File: src/acc_regs.vh
// Register map and field constants of the two-instance comparator control block
`ifndef ACC_REGS_VH
`define ACC_REGS_VH

// Byte addresses, one aligned word per register (x = 0 for comparator 1, 1 for comparator 2)
`define ACC_ADDR_W          6
`define ACC_OFS_CTRL0       6'h00
`define ACC_OFS_EDGE1       6'h04
`define ACC_OFS_PSEL0       6'h08
`define ACC_OFS_NSEL0       6'h0C
`define ACC_OFS_CTRL1       6'h10
`define ACC_OFS_EDGE2       6'h14
`define ACC_OFS_PSEL1       6'h18
`define ACC_OFS_NSEL1       6'h1C
`define ACC_OFS_SHARED      6'h20
`define ACC_OFS_IRQ_FLAG    6'h24
`define ACC_OFS_IRQ_EN      6'h28
`define ACC_OFS_ADC_TRIG    6'h2C

// Fields of the main control register
`define ACC_CTL_EN          7
`define ACC_CTL_OUT         6
`define ACC_CTL_POL         4
`define ACC_CTL_ONE         2
`define ACC_CTL_HYS         1
`define ACC_CTL_SYNC        0

// Fields of the edge control register
`define ACC_EDGE_RISE       1
`define ACC_EDGE_FALL       0

// Channel select width and adc trigger field width
`define ACC_SEL_W           3
`define ACC_TRIG_W          5
`define ACC_TRIG_CMP1       5'h13
`define ACC_TRIG_CMP2       5'h14

// Reset values
`define ACC_RST_SEL         3'h0
`define ACC_RST_TRIG        5'h00

// AXI responses
`define ACC_RESP_OKAY       2'h0
`define ACC_RESP_SLVERR     2'h2

`endif

File: src/acc_channel.v
// One comparator channel: polarity, internal latch, sync latch and edge detection
`timescale 1ns/1ps
`default_nettype none

module acc_channel (
    input  wire       clk,
    input  wire       resetn,
    input  wire       raw_sync,
    input  wire       enable,
    input  wire       invert_output_sel,
    input  wire       sync_mode,
    input  wire       t1_fall,
    input  wire       rise_edge_irq_enable,
    input  wire       fall_edge_irq_enable,
    output reg        cmp_result_bit,
    output reg        ext_out,
    output wire       irq_event,
    output wire       rise_event
);

    reg  prev_result;
    wire cmp_value;
    wire next_result;

    // Disabled comparator reads low before inversion, so EN or polarity toggles make edges
    assign cmp_value   = (enable & raw_sync) ^ invert_output_sel;
    assign next_result = sync_mode ? (t1_fall ? cmp_value : cmp_result_bit) : cmp_value;

    // Internal result latched each clock cycle, in sync mode only on a Timer1 falling edge
    always @(posedge clk or negedge resetn) begin
        if (!resetn) begin
            cmp_result_bit <= 1'b0;
            prev_result    <= 1'b0;
            ext_out        <= 1'b0;
        end else begin
            cmp_result_bit <= next_result;
            prev_result    <= cmp_result_bit;
            ext_out        <= sync_mode ? next_result : cmp_value;
        end
    end

    // Edge detection on latched, polarity-adjusted result
    assign rise_event = cmp_result_bit & ~prev_result;
    assign irq_event  = (rise_event & rise_edge_irq_enable) |
                        (~cmp_result_bit & prev_result & fall_edge_irq_enable);

endmodule

`default_nettype wire

File: src/acc_top.v
// Top level of the comparator control block with its AXI4-Lite register slave
//
// The address map and register access over AXI4-Lite are this design's own decisions.
`timescale 1ns/1ps
`default_nettype none
`include "acc_regs.vh"

module acc_top #(
    parameter NCMP = 2
) (
    input  wire                   SYS_CLK,
    input  wire                   RESETN,
    input  wire [NCMP-1:0]        CMP_RAW,
    input  wire                   T1_CLK,
    output reg  [NCMP-1:0]        CMP_EXT_OUT,
    output reg  [NCMP-1:0]        CMP_POWER_EN,
    output reg  [NCMP-1:0]        INPUT_SEPARATION_EN,
    output reg  [NCMP*3-1:0]      CMP_PLUS_CH,
    output reg  [NCMP*3-1:0]      CMP_MINUS_CH,
    output reg  [NCMP-1:0]        CMP_INPUTS_CONNECT,
    output reg  [NCMP-1:0]        CMP_IRQ,
    output reg                    ADC_START,
    input  wire [5:0]             S_AXI_AWADDR,
    input  wire                   S_AXI_AWVALID,
    output reg                    S_AXI_AWREADY,
    input  wire [31:0]            S_AXI_WDATA,
    input  wire [3:0]             S_AXI_WSTRB,
    input  wire                   S_AXI_WVALID,
    output reg                    S_AXI_WREADY,
    output reg  [1:0]             S_AXI_BRESP,
    output reg                    S_AXI_BVALID,
    input  wire                   S_AXI_BREADY,
    input  wire [5:0]             S_AXI_ARADDR,
    input  wire                   S_AXI_ARVALID,
    output reg                    S_AXI_ARREADY,
    output reg  [31:0]            S_AXI_RDATA,
    output reg  [1:0]             S_AXI_RRESP,
    output reg                    S_AXI_RVALID,
    input  wire                   S_AXI_RREADY
);

    ////////////////////////////////////////////////////////////////////////////////
    // Control state
    reg  [NCMP-1:0]      en_bit;
    reg  [NCMP-1:0]      pol_bit;
    reg  [NCMP-1:0]      hys_bit;
    reg  [NCMP-1:0]      sync_bit;
    reg  [NCMP-1:0]      rise_en;
    reg  [NCMP-1:0]      fall_en;
    reg  [NCMP*3-1:0]    psel;
    reg  [NCMP*3-1:0]    nsel;
    reg  [NCMP-1:0]      irq_flag;
    reg  [NCMP-1:0]      irq_enable;
    reg  [4:0]           adc_trigger_select;

    // Synchronisers for asynchronous comparator outputs and the Timer1 clock
    reg  [NCMP-1:0]      raw_meta;
    reg  [NCMP-1:0]      raw_sync;
    reg                  t1_meta;
    reg                  t1_sync;
    reg                  t1_prev;
    wire                 t1_fall;

    wire [NCMP-1:0]      result;
    wire [NCMP-1:0]      ext_val;
    wire [NCMP-1:0]      irq_event;
    wire [NCMP-1:0]      rise_event;

    // Two flops on the comparator outputs and three on the Timer1 clock, the last for edge detection
    always @(posedge SYS_CLK or negedge RESETN) begin
        if (!RESETN) begin
            raw_meta <= {NCMP{1'b0}};
            raw_sync <= {NCMP{1'b0}};
            t1_meta  <= 1'b0;
            t1_sync  <= 1'b0;
            t1_prev  <= 1'b0;
        end else begin
            raw_meta <= CMP_RAW;
            raw_sync <= raw_meta;
            t1_meta  <= T1_CLK;
            t1_sync  <= t1_meta;
            t1_prev  <= t1_sync;
        end
    end

    assign t1_fall = t1_prev & ~t1_sync;

    ////////////////////////////////////////////////////////////////////////////////
    // Comparator channels
    genvar gi;
    generate
        for (gi = 0; gi < NCMP; gi = gi + 1) begin : g_ch
            acc_channel u_ch (
                .clk                  (SYS_CLK),
                .resetn               (RESETN),
                .raw_sync             (raw_sync[gi]),
                .enable               (en_bit[gi]),
                .invert_output_sel    (pol_bit[gi]),
                .sync_mode            (sync_bit[gi]),
                .t1_fall              (t1_fall),
                .rise_edge_irq_enable (rise_en[gi]),
                .fall_edge_irq_enable (fall_en[gi]),
                .cmp_result_bit       (result[gi]),
                .ext_out              (ext_val[gi]),
                .irq_event            (irq_event[gi]),
                .rise_event           (rise_event[gi])
            );
        end
    endgenerate

    ////////////////////////////////////////////////////////////////////////////////
    // AXI4-Lite write path: address and data accepted in either order
    reg                  aw_held;
    reg                  w_held;
    reg  [5:0]           aw_addr;
    reg  [31:0]          w_data;
    reg  [3:0]           w_strb;
    wire                 wr_fire;
    wire                 wr_lane0;
    wire [7:0]           wb;
    wire [NCMP-1:0]      flag_clear;
    reg                  wr_hit;

    assign wr_fire  = aw_held & w_held & ~S_AXI_BVALID;
    assign wr_lane0 = wr_fire & w_strb[0];
    assign wb       = w_data[7:0];
    // Writing a 1 to a flag bit clears it
    assign flag_clear = (wr_lane0 && aw_addr == `ACC_OFS_IRQ_FLAG) ? wb[NCMP-1:0] : {NCMP{1'b0}};

    // Decode of mapped write addresses
    always @* begin
        case (aw_addr)
            `ACC_OFS_CTRL0, `ACC_OFS_EDGE1, `ACC_OFS_PSEL0, `ACC_OFS_NSEL0,
            `ACC_OFS_CTRL1, `ACC_OFS_EDGE2, `ACC_OFS_PSEL1, `ACC_OFS_NSEL1,
            `ACC_OFS_SHARED, `ACC_OFS_IRQ_FLAG, `ACC_OFS_IRQ_EN, `ACC_OFS_ADC_TRIG: wr_hit = 1'b1;
            default: wr_hit = 1'b0;
        endcase
    end

    // Write handshake and response
    always @(posedge SYS_CLK or negedge RESETN) begin
        if (!RESETN) begin
            aw_held       <= 1'b0;
            w_held        <= 1'b0;
            aw_addr       <= 6'h00;
            w_data        <= 32'h0000_0000;
            w_strb        <= 4'h0;
            S_AXI_AWREADY <= 1'b0;
            S_AXI_WREADY  <= 1'b0;
            S_AXI_BVALID  <= 1'b0;
            S_AXI_BRESP   <= `ACC_RESP_OKAY;
        end else begin
            S_AXI_AWREADY <= ~aw_held & ~S_AXI_AWREADY & S_AXI_AWVALID;
            S_AXI_WREADY  <= ~w_held & ~S_AXI_WREADY & S_AXI_WVALID;
            if (S_AXI_AWVALID && S_AXI_AWREADY) begin
                aw_held <= 1'b1;
                aw_addr <= {S_AXI_AWADDR[5:2], 2'b00};
            end
            if (S_AXI_WVALID && S_AXI_WREADY) begin
                w_held <= 1'b1;
                w_data <= S_AXI_WDATA;
                w_strb <= S_AXI_WSTRB;
            end
            if (wr_fire) begin
                aw_held      <= 1'b0;
                w_held       <= 1'b0;
                S_AXI_BVALID <= 1'b1;
                S_AXI_BRESP  <= wr_hit ? `ACC_RESP_OKAY : `ACC_RESP_SLVERR;
            end else if (S_AXI_BVALID && S_AXI_BREADY) begin
                S_AXI_BVALID <= 1'b0;
            end
        end
    end

    ////////////////////////////////////////////////////////////////////////////////
    // Register file
    always @(posedge SYS_CLK or negedge RESETN) begin
        if (!RESETN) begin
            en_bit             <= {NCMP{1'b0}};
            pol_bit            <= {NCMP{1'b0}};
            hys_bit            <= {NCMP{1'b0}};
            sync_bit           <= {NCMP{1'b0}};
            rise_en            <= {NCMP{1'b0}};
            fall_en            <= {NCMP{1'b0}};
            psel               <= {NCMP{`ACC_RST_SEL}};
            nsel               <= {NCMP{`ACC_RST_SEL}};
            irq_enable         <= {NCMP{1'b0}};
            adc_trigger_select <= `ACC_RST_TRIG;
        end else if (wr_lane0) begin
            case (aw_addr)
                `ACC_OFS_CTRL0: begin
                    en_bit[0]   <= wb[`ACC_CTL_EN];
                    pol_bit[0]  <= wb[`ACC_CTL_POL];
                    hys_bit[0]  <= wb[`ACC_CTL_HYS];
                    sync_bit[0] <= wb[`ACC_CTL_SYNC];
                end
                `ACC_OFS_CTRL1: begin
                    en_bit[1]   <= wb[`ACC_CTL_EN];
                    pol_bit[1]  <= wb[`ACC_CTL_POL];
                    hys_bit[1]  <= wb[`ACC_CTL_HYS];
                    sync_bit[1] <= wb[`ACC_CTL_SYNC];
                end
                `ACC_OFS_EDGE1: begin
                    rise_en[0] <= wb[`ACC_EDGE_RISE];
                    fall_en[0] <= wb[`ACC_EDGE_FALL];
                end
                `ACC_OFS_EDGE2: begin
                    rise_en[1] <= wb[`ACC_EDGE_RISE];
                    fall_en[1] <= wb[`ACC_EDGE_FALL];
                end
                `ACC_OFS_PSEL0: psel[2:0] <= wb[2:0];
                `ACC_OFS_PSEL1: psel[5:3] <= wb[2:0];
                `ACC_OFS_NSEL0: nsel[2:0] <= wb[2:0];
                `ACC_OFS_NSEL1: nsel[5:3] <= wb[2:0];
                `ACC_OFS_IRQ_EN: irq_enable <= wb[NCMP-1:0];
                `ACC_OFS_ADC_TRIG: adc_trigger_select <= wb[4:0];
                default: ;
            endcase
        end
    end

    // Sticky flags: a new edge wins over a clearing write
    always @(posedge SYS_CLK or negedge RESETN) begin
        if (!RESETN) begin
            irq_flag <= {NCMP{1'b0}};
        end else begin
            irq_flag <= (irq_flag & ~flag_clear) | irq_event;
        end
    end

    ////////////////////////////////////////////////////////////////////////////////
    // Read path
    reg  [31:0] rd_word;
    reg         rd_hit;

    // Read mux
    always @* begin
        rd_hit  = 1'b1;
        rd_word = 32'h0000_0000;
        case ({S_AXI_ARADDR[5:2], 2'b00})
            `ACC_OFS_CTRL0: rd_word[7:0] = {en_bit[0], result[0], 1'b0, pol_bit[0], 2'b01, hys_bit[0], sync_bit[0]};
            `ACC_OFS_CTRL1: rd_word[7:0] = {en_bit[1], result[1], 1'b0, pol_bit[1], 2'b01, hys_bit[1], sync_bit[1]};
            `ACC_OFS_EDGE1: rd_word[1:0] = {rise_en[0], fall_en[0]};
            `ACC_OFS_EDGE2: rd_word[1:0] = {rise_en[1], fall_en[1]};
            `ACC_OFS_PSEL0: rd_word[2:0] = psel[2:0];
            `ACC_OFS_PSEL1: rd_word[2:0] = psel[5:3];
            `ACC_OFS_NSEL0: rd_word[2:0] = nsel[2:0];
            `ACC_OFS_NSEL1: rd_word[2:0] = nsel[5:3];
            `ACC_OFS_SHARED: rd_word[NCMP-1:0] = result;
            `ACC_OFS_IRQ_FLAG: rd_word[NCMP-1:0] = irq_flag;
            `ACC_OFS_IRQ_EN: rd_word[NCMP-1:0] = irq_enable;
            `ACC_OFS_ADC_TRIG: rd_word[4:0] = adc_trigger_select;
            default: rd_hit = 1'b0;
        endcase
    end

    // Read handshake: one cycle address accept, data the next
    always @(posedge SYS_CLK or negedge RESETN) begin
        if (!RESETN) begin
            S_AXI_ARREADY <= 1'b0;
            S_AXI_RVALID  <= 1'b0;
            S_AXI_RDATA   <= 32'h0000_0000;
            S_AXI_RRESP   <= `ACC_RESP_OKAY;
        end else begin
            S_AXI_ARREADY <= ~S_AXI_ARREADY & ~S_AXI_RVALID & S_AXI_ARVALID;
            if (S_AXI_ARVALID && S_AXI_ARREADY) begin
                S_AXI_RVALID <= 1'b1;
                S_AXI_RDATA  <= rd_word;
                S_AXI_RRESP  <= rd_hit ? `ACC_RESP_OKAY : `ACC_RESP_SLVERR;
            end else if (S_AXI_RVALID && S_AXI_RREADY) begin
                S_AXI_RVALID <= 1'b0;
            end
        end
    end

    ////////////////////////////////////////////////////////////////////////////////
    // Analog control and event outputs, all registered
    always @(posedge SYS_CLK or negedge RESETN) begin
        if (!RESETN) begin
            CMP_EXT_OUT         <= {NCMP{1'b0}};
            CMP_POWER_EN        <= {NCMP{1'b0}};
            INPUT_SEPARATION_EN <= {NCMP{1'b0}};
            CMP_PLUS_CH         <= {NCMP{`ACC_RST_SEL}};
            CMP_MINUS_CH        <= {NCMP{`ACC_RST_SEL}};
            CMP_INPUTS_CONNECT  <= {NCMP{1'b0}};
            CMP_IRQ             <= {NCMP{1'b0}};
            ADC_START           <= 1'b0;
        end else begin
            CMP_EXT_OUT         <= ext_val;
            CMP_POWER_EN        <= en_bit;
            INPUT_SEPARATION_EN <= hys_bit;
            CMP_PLUS_CH         <= psel;
            CMP_MINUS_CH        <= nsel;
            CMP_INPUTS_CONNECT  <= en_bit;
            CMP_IRQ             <= irq_flag & irq_enable;
            ADC_START           <= (adc_trigger_select == `ACC_TRIG_CMP1 && rise_event[0]) ||
                                   (adc_trigger_select == `ACC_TRIG_CMP2 && rise_event[1]);
        end
    end

endmodule

`default_nettype wire

File: config.mk
export PLATFORM = sky130hd
export DESIGN_NAME = acc_top
export DESIGN_NICKNAME = d
export VERILOG_FILES = /design/src/acc_channel.v /design/src/acc_top.v
export VERILOG_INCLUDE_DIRS = /design/src
export SDC_FILE = /design/constraint.sdc
export NUM_CORES = 1
export LEC_CHECK = 0
export BUFFER_PORTS_ARGS = -buffer_cell sky130_fd_sc_hd__buf_2
export CORE_UTILIZATION = 46
export DETAILED_ROUTE_END_ITERATION = 8
export PLACE_DENSITY = 0.82
export SLEW_MARGIN = 30
export SYNTH_ARGS = -nofsm -noshare
export SYNTH_HDL_FRONTEND = slang
export SYNTH_SLANG_ARGS = --single-unit
File: constraint.sdc
create_clock -name SYS_CLK -period 1.5 [get_ports SYS_CLK]
set_input_delay 0.3 -clock SYS_CLK [delete_from_list [all_inputs] [get_ports SYS_CLK]]
set_output_delay 0.3 -clock SYS_CLK [all_outputs]
set_load 0.01 [all_outputs]
==> impl_metrics.yaml, run 1 <==
status:
  status: "complete, but fails checks"
  failed_checks: "setup timing"
floorplan:
  top_level_ports: 122
  die_h_um: 93.3
  starting_density_of_the_core: 0.486
  horiz_die_dim_um: 93.3
  die_area_um2: 8710
  row_count: 32
  placeableCoreArea_um2: 7890
yosys:
  synth_top_cell_area_share: 0.587
  post-synth-top-area-cell: "sky130_fd_sc_hd__dfrtp_1"
  avgSynthCellArea_um2: 12.5
  postSynthCellCount: 306
  post_synth_num_cell_types: 46
  synth.yosys.warnings: 0
  synthesis.area_um2: 3840
  post_synth_main_area_contributors: "sky130_fd_sc_hd__dfrtp_1 (59%), sky130_fd_sc_hd__mux2_2 (11%), sky130_fd_sc_hd__buf_4 (6.1%)"
  seq_area_frac_synth: 0.587
  ys_async_sr_fraction: 1.00
  ys.flop_type: "sky130_fd_sc_hd__dfrtp_1"
  synth_enable_flop_cells: 0
  synth_seq_cells: 90
grt:
  globalRouteOverflowTotal: 0
  use_met1: 0.247
  use_met2: 0.328
  global_route.usage.total: 0.194
  grt_util_met3: 0.0480
  grt_pass1_wl_mm: 12.6
  grt_busiest_layer: "met2"
  grt_start_max_net_pins: 28
  first_global_vias: 2509
  number_of_antenna_violations_at_the_first_check_in_global_routing: 0
sta:
  max_fclk_mhz: 587
  finalHoldViolCount: 0
  setup_violations: 30
  hold-worst-slack_ns: 0.0469
  clock-skew-final_ns: 0.00815
  unrepaired_setup_endpoints_after_global_routing: "yes"
  max-slew-margin-rel: 0.607
  worst_slew_pin_slew_ns: 0.581
  timing.final.ws_setup_ns: -0.203
  totalNegativeSetupSlack_ns: -3.83
  maxSlewViolCount: 0
  period_share: 1.14
  fin_crit_ns: 1.70
setup_path:
  max_stage_delay_on_crit_path_ns: 0.39
  critPathCaptureType: "register"
  worst_ep_required_time_ns: 1.74
  critical_path.slowest_cell: "sky130_fd_sc_hd__or3_4"
  arrival_time_worst_endpoint_ns: 1.94
  critPathTopFamily: "simple AND/OR/NAND/NOR gates"
  critical_path_buf_inv_count: 1
  crit_path_cell_trace: "nand4b_4, or3_4, nor3_4, buf_6, mux2_4"
  path_max_fanout: 4
  element_type_at_the_critical_path_start: "register"
  timing_worst_setup_path_type: "reg -> reg"
power_and_ir_drop:
  totalPowerFinal_uw: 7940
  worst_ir_drop_vdd_mv: 0.808
  power.density_nw_per_um2: 1620
  leakage_uw: 0.00247
cells_and_area:
  n_antenna_cell: 0
  final_net_count: 470
  post_route_cells_drive_above_1_share: 0.436
  area_delta_synth_final_pct: 27.6
route:
  avgViaCountPerCell: 5.02
  drt.antenna.violating_nets: 0
  drt-initial-drc-count: 159
  drc: 0
  firstDrtPassIters: 4
  detailroute.via_count: 2603
  drt-wirelength-per-cell_um: 15.5
  routed_wirelength_mm: 8.06
clocking:
  clock_latency_ns: 0.35
  cts_root_buf: "sky130_fd_sc_hd__clkbuf_8"
  tritoncts_clock_tree: "done"
  cts_buffers: 9
  path_clk_slew_ns: 0.08
  htreeDepth: 3
  cts_num_sinks: 90
  clk_path_buf_depth: 2
min_path:
  min_path_type: "in -> reg"
place:
  place.port_buffers: 61
  hpwlAfterDp_mm: 5.80
  place_congestion: 0.938
run:
  max_cap_viol_count: 0
[state kept, by name, summed over array words and instances, names as in the netlist, 4 cells and up, named ones only]
signal	flops
adc_trigger_select	5
S_AXI_RDATA	7
CMP_MINUS_CH	6
nsel	6
CMP_PLUS_CH	6
aw_addr	4
psel	6
w_data	6
[worst reg2reg max path, stage by stage, from the launching register on]
cell and delay (ns):
sky130_fd_sc_hd__dfrtp_1 0.38, sky130_fd_sc_hd__nand4b_4 0.18, sky130_fd_sc_hd__or3_4 0.39, sky130_fd_sc_hd__nor3_4 0.19, sky130_fd_sc_hd__buf_6 0.16, sky130_fd_sc_hd__mux2_4 0.30
[power breakdown]
part	switching (uW)	internal [uW]
logic	1110	1410
registers	732	3260
clock network	819	604
total	2660	5280
[per-layer routing]
layer,vias to the layer above,part of all wire
li1,1216,-
met2,74,0.50
met3,13,0.040
met4,0,0.016
met5,-,0
met1,1300,0.44
[timing repair]
item	CTS	global route
resized for setup	25	32
hold buffers	1	0
hold endpoints to repair	23	0
buffers inserted	7	2
setup endpoints to repair	22	34
pin swaps	5	4
gates cloned	0	0
[placed cells by master (no fill, tap or decap), types with 3 or more instances in the layout]
| cell type | synthesis | routed |
|---|---|---|
| sky130_fd_sc_hd__buf_6 | 1 | 10 |
| sky130_fd_sc_hd__nand3_1 | 6 | 6 |
| sky130_fd_sc_hd__clkbuf_8 | 0 | 9 |
| sky130_fd_sc_hd__and2_1 | 4 | 4 |
| sky130_fd_sc_hd__clkbuf_1 | 1 | 3 |
| sky130_fd_sc_hd__conb_1 | 1 | 27 |
| sky130_fd_sc_hd__o21ai_0 | 10 | 10 |
| sky130_fd_sc_hd__nor2b_1 | 6 | 6 |
| sky130_fd_sc_hd__nor2_1 | 17 | 7 |
| sky130_fd_sc_hd__nand2_1 | 26 | 24 |
| sky130_fd_sc_hd__a21oi_1 | 9 | 8 |
| sky130_fd_sc_hd__mux2_2 | 39 | 14 |
| sky130_fd_sc_hd__nand2b_1 | 5 | 5 |
| sky130_fd_sc_hd__o22ai_1 | 3 | 3 |
| sky130_fd_sc_hd__inv_1 | 4 | 4 |
| sky130_fd_sc_hd__nor3b_1 | 3 | 3 |
| sky130_fd_sc_hd__nor2_4 | 0 | 10 |
| sky130_fd_sc_hd__mux2i_1 | 5 | 5 |
| sky130_fd_sc_hd__mux2_4 | 4 | 29 |
| sky130_fd_sc_hd__buf_4 | 31 | 36 |
| sky130_fd_sc_hd__buf_2 | 4 | 59 |
| sky130_fd_sc_hd__dfrtp_1 | 90 | 90 |
[path summary, 6_finish.rpt]
check	start	endpoint	slack (ns)	depth (start not counted)
worst min register to register	t1_meta$_DFF_PN0_	t1_sync$_DFF_PN0_	0.35	0
worst max register to register	S_AXI_BVALID$_DFFE_PN0P_	hys_bit[0]$_DFFE_PN0P_	-0.20	5
max in group asynchronous	RESETN	S_AXI_RDATA[4]$_DFFE_PN0P_	0.59	3
min in group asynchronous	RESETN	CMP_PLUS_CH[4]$_DFF_PN0_	0.41	2
worst max-delay path	S_AXI_BVALID$_DFFE_PN0P_	hys_bit[0]$_DFFE_PN0P_	-0.20	5
worst min-delay path	CMP_RAW[1]	raw_meta[1]$_DFF_PN0_	0.05	1
[Yosys cell counts, types with 2 or more instances]
library cell and n:
sky130_fd_sc_hd__xor2_1 2, sky130_fd_sc_hd__nor3b_1 3, sky130_fd_sc_hd__dfrtp_1 90, sky130_fd_sc_hd__nand2b_1 5
sky130_fd_sc_hd__buf_4 31, sky130_fd_sc_hd__or3_4 2, sky130_fd_sc_hd__a221oi_1 2, sky130_fd_sc_hd__nand3b_1 2
sky130_fd_sc_hd__a21boi_0 2, sky130_fd_sc_hd__a21o_1 2, sky130_fd_sc_hd__o31ai_1 2, sky130_fd_sc_hd__and3_1 2
sky130_fd_sc_hd__mux2_2 39, sky130_fd_sc_hd__nand3_1 6, sky130_fd_sc_hd__and2_1 4, sky130_fd_sc_hd__a211oi_1 2
sky130_fd_sc_hd__nand2_1 26, sky130_fd_sc_hd__a21oi_1 9, sky130_fd_sc_hd__mux2i_1 5, sky130_fd_sc_hd__o21ai_0 10
sky130_fd_sc_hd__nor2_1 17, sky130_fd_sc_hd__inv_1 4, sky130_fd_sc_hd__o22ai_1 3, sky130_fd_sc_hd__or3_1 2
sky130_fd_sc_hd__mux2_4 4, sky130_fd_sc_hd__buf_2 4, sky130_fd_sc_hd__nor2b_1 6, sky130_fd_sc_hd__buf_1 2
[per-stage QoR]
step	area (um2)	std cells	util	worst slack, ns
final	4890	519	0.620	-0.203
after CTS	4750	517	0.602	-0.187
after detailed placement	4430	493	0.561	-0.189
after global routing	4890	519	0.620	-0.259
after global placement	4430	493	0.561	-0.165
after floorplan	3960	332	-	-0.129
[area by class of cell]
| cell class | count | area (um2) |
|---|---|---|
| clock buffer | 12 | 135 |
| clock inverter | 4 | 28.8 |
| multi-input combinational | 199 | 1610 |
| inverter | 4 | 15.0 |
| sequential | 90 | 2250 |
| tap | 102 | 128 |
| timing repair buffer | 108 | 728 |
| fill | 620 | 2990 |
[cell families (layout without fill, tap and decap cells)]
| group | Yosys count | in the layout | synth area share |
|---|---|---|---|
| AO/OA/AOI/OAI | 38 | 38 | 0.0643 |
| XOR/XNOR | 2 | 2 | 0.00457 |
| buffers and inverters | 43 | 128 | 0.0757 |
| flip-flops | 90 | 90 | 0.587 |
| multiplexers | 49 | 49 | 0.149 |
| other | 1 | 27 | 0.000978 |
| AND/OR/NAND/NOR | 83 | 83 | 0.118 |
Note: power is estimated with default switching activity, not from simulation.
==> run 2, diff against run 1 <==
--- a/config.mk
+++ b/config.mk
@@ -14,3 +14,4 @@
 export SYNTH_ARGS = -nofsm -noshare
 export SYNTH_HDL_FRONTEND = slang
+export SYNTH_HIERARCHICAL = 1
 export SYNTH_SLANG_ARGS = --single-unit
==> constraint.sdc (replaced) <==
create_clock -name SYS_CLK -period 1.5 [get_ports SYS_CLK]
set_input_delay 0.15 -clock SYS_CLK [delete_from_list [all_inputs] [get_ports SYS_CLK]]
set_output_delay 0.15 -clock SYS_CLK [all_outputs]
set_load 0.01 [all_outputs]
==> run 2 against run 1 <==
The flow still finishes with violations (setup timing); clock skew grew 0.0023 ns; maximum frequency is 0.33% lower; sequential power is 2% lower; largest cell class unchanged; worst hold slack worse by 0.030 ns.
==> impl_metrics.yaml, run 2 <==
run:
  max_cap_viol_count: 0
cells_and_area:
  num-fill-cells: 706
  top_register: "S_AXI_RDATA"
  largest_register_ffs: 7
  top_library_cells_by_usage_in_the_layout_fill_and_taps_aside: "sky130_fd_sc_hd__dfrtp_1 (92), sky130_fd_sc_hd__buf_2 (60), sky130_fd_sc_hd__mux2_2 (29)"
  post_route_cells_drive_above_1_share: 0.395
  area_delta_synth_final_pct: 20.6
  area_occupied_by_multi_input_gates_um2: 1510
  storage_element_area_um2: 2300
  finalInstanceArea_um2: 4750
  layout_commonest_cell: "sky130_fd_sc_hd__dfrtp_1"
  final_util: 0.576
  final_net_count: 445
  n_antenna_cell: 0
floorplan:
  die_area_um2: 8950
  starting_density_of_the_core: 0.478
  top_level_ports: 122
  die_h_um: 94.6
  placeableCoreArea_um2: 8260
  horiz_die_dim_um: 94.6
  row_count: 33
sta:
  clock-skew-final_ns: 0.0105
  unrepaired_setup_endpoints_after_global_routing: "yes"
  maxSlewViolCount: 0
  worst_slew_pin_slew_ns: 0.559
  totalNegativeSetupSlack_ns: -3.80
  setup_violations: 33
  period_share: 1.14
  finalHoldViolCount: 0
  timing.final.ws_setup_ns: -0.209
  max-slew-margin-rel: 0.627
  fin_crit_ns: 1.71
  max_fclk_mhz: 585
status:
  failed_checks: "setup timing"
  status: "complete, but fails checks"
place:
  hpwlAfterDp_mm: 5.69
  placedInstanceArea_um2: 4390
  pre_cts_slack_ns: -0.260
  place.port_buffers: 61
  place_congestion: 0.869
setup_path:
  path_max_fanout: 4
  worst_ep_required_time_ns: 1.74
  critical_path.slowest_cell: "sky130_fd_sc_hd__or4b_4"
  worst-r2r-cell-count: 4
  critPathCaptureType: "register"
  max_stage_delay_on_crit_path_ns: 0.54
  crit_path_cell_trace: "and3b_2, nand3b_4, or4b_4, mux2_4"
  worst_r2r_endpoint: "hys_bit[1]$_DFFE_PN0P_"
  arrival_time_worst_endpoint_ns: 1.95
  element_type_at_the_critical_path_start: "register"
  r2r_start: "S_AXI_BVALID$_DFFE_PN0P_"
  timing_worst_setup_path_type: "reg -> reg"
  r2r_setup_slack_ns: -0.21
clocking:
  htreeDepth: 3
  clk_path_buf_depth: 2
  cts_root_buf: "sky130_fd_sc_hd__clkbuf_8"
  cts_buffers: 9
  tritoncts_clock_tree: "done"
  clock_latency_ns: 0.36
  path_clk_slew_ns: 0.09
  cts_num_sinks: 92
grt:
  first_global_vias: 2604
  global_route.usage.total: 0.194
  grt_pass1_wl_mm: 12.9
  globalRouteOverflowTotal: 0
  grt_start_max_net_pins: 43
  number_of_antenna_violations_at_the_first_check_in_global_routing: 0
min_path:
  worstHoldEndpoint: "aw_addr[3]$_DFFE_PN0P_"
  min_path_type: "in -> reg"
  hold_path.startpoint: "S_AXI_AWADDR[3]"
  worstHoldPathCells: 2
yosys:
  post_synth_num_cell_types: 50
  avgSynthCellArea_um2: 12.8
  postSynthCellCount: 307
  synth_seq_cells: 92
  post_synth_main_area_contributors: "sky130_fd_sc_hd__dfrtp_1 (58%), sky130_fd_sc_hd__mux2_2 (11%), sky130_fd_sc_hd__buf_4 (6.1%)"
  ys_async_sr_fraction: 1.00
  synth.yosys.warnings: 6
  ys.flop_type: "sky130_fd_sc_hd__dfrtp_1"
  synthesis.area_um2: 3940
  seq_area_frac_synth: 0.584
  synth_enable_flop_cells: 0
  yosysMostFrequentCell: "sky130_fd_sc_hd__dfrtp_1"
  post_synth_most_frequent_cells: "sky130_fd_sc_hd__dfrtp_1 (92), sky130_fd_sc_hd__mux2_2 (38), sky130_fd_sc_hd__buf_4 (32), sky130_fd_sc_hd__nand2_1 (18), sky130_fd_sc_hd__clkbuf_1 (10)"
  synth_top_cell_area_share: 0.584
  post-synth-top-area-cell: "sky130_fd_sc_hd__dfrtp_1"
route:
  firstDrtPassIters: 4
  drc: 0
  drt-initial-drc-count: 115
  drt.antenna.violating_nets: 0
  detailroute.via_count: 2552
  routed_wirelength_mm: 7.81
  avgViaCountPerCell: 5.13
  drt-wirelength-per-cell_um: 15.7
power_and_ir_drop:
  worst_ir_drop_vdd_mv: 0.876
  totalPowerFinal_uw: 8040
  leakage_uw: 0.00242
  power.density_nw_per_um2: 1690
run 2: changes by cell type after synthesis, sizes merged, moves of 4 or more:
cell	before	now
a21oi	9	3
buf	38	33
nand2	26	18
clkbuf	1	10
nor3b	3	9
nand2b	5	1
nor2b	6	11
a31oi	1	8
nor2	17	6
run 2: logic make-up (layout without fill, tap and decap cells):
logic type,after synthesis,count (layout),share of synthesized area
other,1,27,0.000951
AOI/OAI and AO/OA,40,40,0.0730
and+or+nand+nor,75,75,0.121
buffers and inverters,49,108,0.0771
DFF,92,92,0.584
muxes,50,50,0.144
run 2: report_power, final:
group | total [uW] | internal [uW] | switching (uW)
combinational | 2070 | 1160 | 907
sequential | 3930 | 3240 | 696
clock | 2040 | 1200 | 834
total | 8040 | 5600 | 2440
run 2: routing by layer:
| metal | vias up | wire, um | global-route usage | share of wire |
|---|---|---|---|---|
| li1 | 1187 | - | - | - |
| met1 | 1267 | 3280 | 0.246 | 0.42 |
| met2 | 82 | 3930 | 0.321 | 0.50 |
| met3 | 16 | 407 | 0.0338 | 0.052 |
| met4 | 0 | 196 | 0.0972 | 0.025 |
| met5 | - | 0 | 0 | 0 |
run 2: metrics by stage:
| stage | cells | hold WS [ns] |
|---|---|---|
| after floorplan | 333 | -0.146 |
| after global placement | 475 | 0.175 |
| after detailed placement | 475 | 0.178 |
| after CTS | 497 | 0.00349 |
| after global routing | 497 | 0.0158 |
| final | 497 | 0.0171 |
run 2: worst max-delay path, delay by kind of cell (launching register included):
family | cells | cell delay [ns]
DFF | 1 | 0.38
muxes | 1 | 0.32
and+or+nand+nor | 3 | 0.90
run 2: final cells by class:
type	count	share of cell area
Inverter	6	0.00474
Tap cell	105	0.0276
Sequential cell	92	0.484
Timing Repair Buffer	86	0.112
Clock inverter	5	0.0226
Clock buffer	11	0.0318
Multi-Input combinational cell	192	0.317
run 2: timing repair:
item | in CTS | in global routing
pin swaps | 6 | 1
resized for setup | 16 | 0
hold buffers | 5 | 0
setup endpoints to repair | 33 | 33
buffers inserted | 1 | 0
hold endpoints to repair | 43 | 0
run 2: how the worst max path moves through the flow:
stage | start | to | slack, ns
6_report | S_AXI_BVALID$_DFFE_PN0P_ | hys_bit[1]$_DFFE_PN0P_ | -0.21
5_1_grt | S_AXI_BVALID$_DFFE_PN0P_ | en_bit[1]$_DFFE_PN0P_ | -0.26
4_1_cts | S_AXI_BVALID$_DFFE_PN0P_ | hys_bit[1]$_DFFE_PN0P_ | -0.21
3_5_place_dp | S_AXI_BVALID$_DFFE_PN0P_ | hys_bit[1]$_DFFE_PN0P_ | -0.26
3_3_place_gp | S_AXI_BVALID$_DFFE_PN0P_ | pol_bit[1]$_DFFE_PN0P_ | -0.22
2_1_floorplan | S_AXI_BVALID$_DFFE_PN0P_ | hys_bit[1]$_DFFE_PN0P_ | -0.32
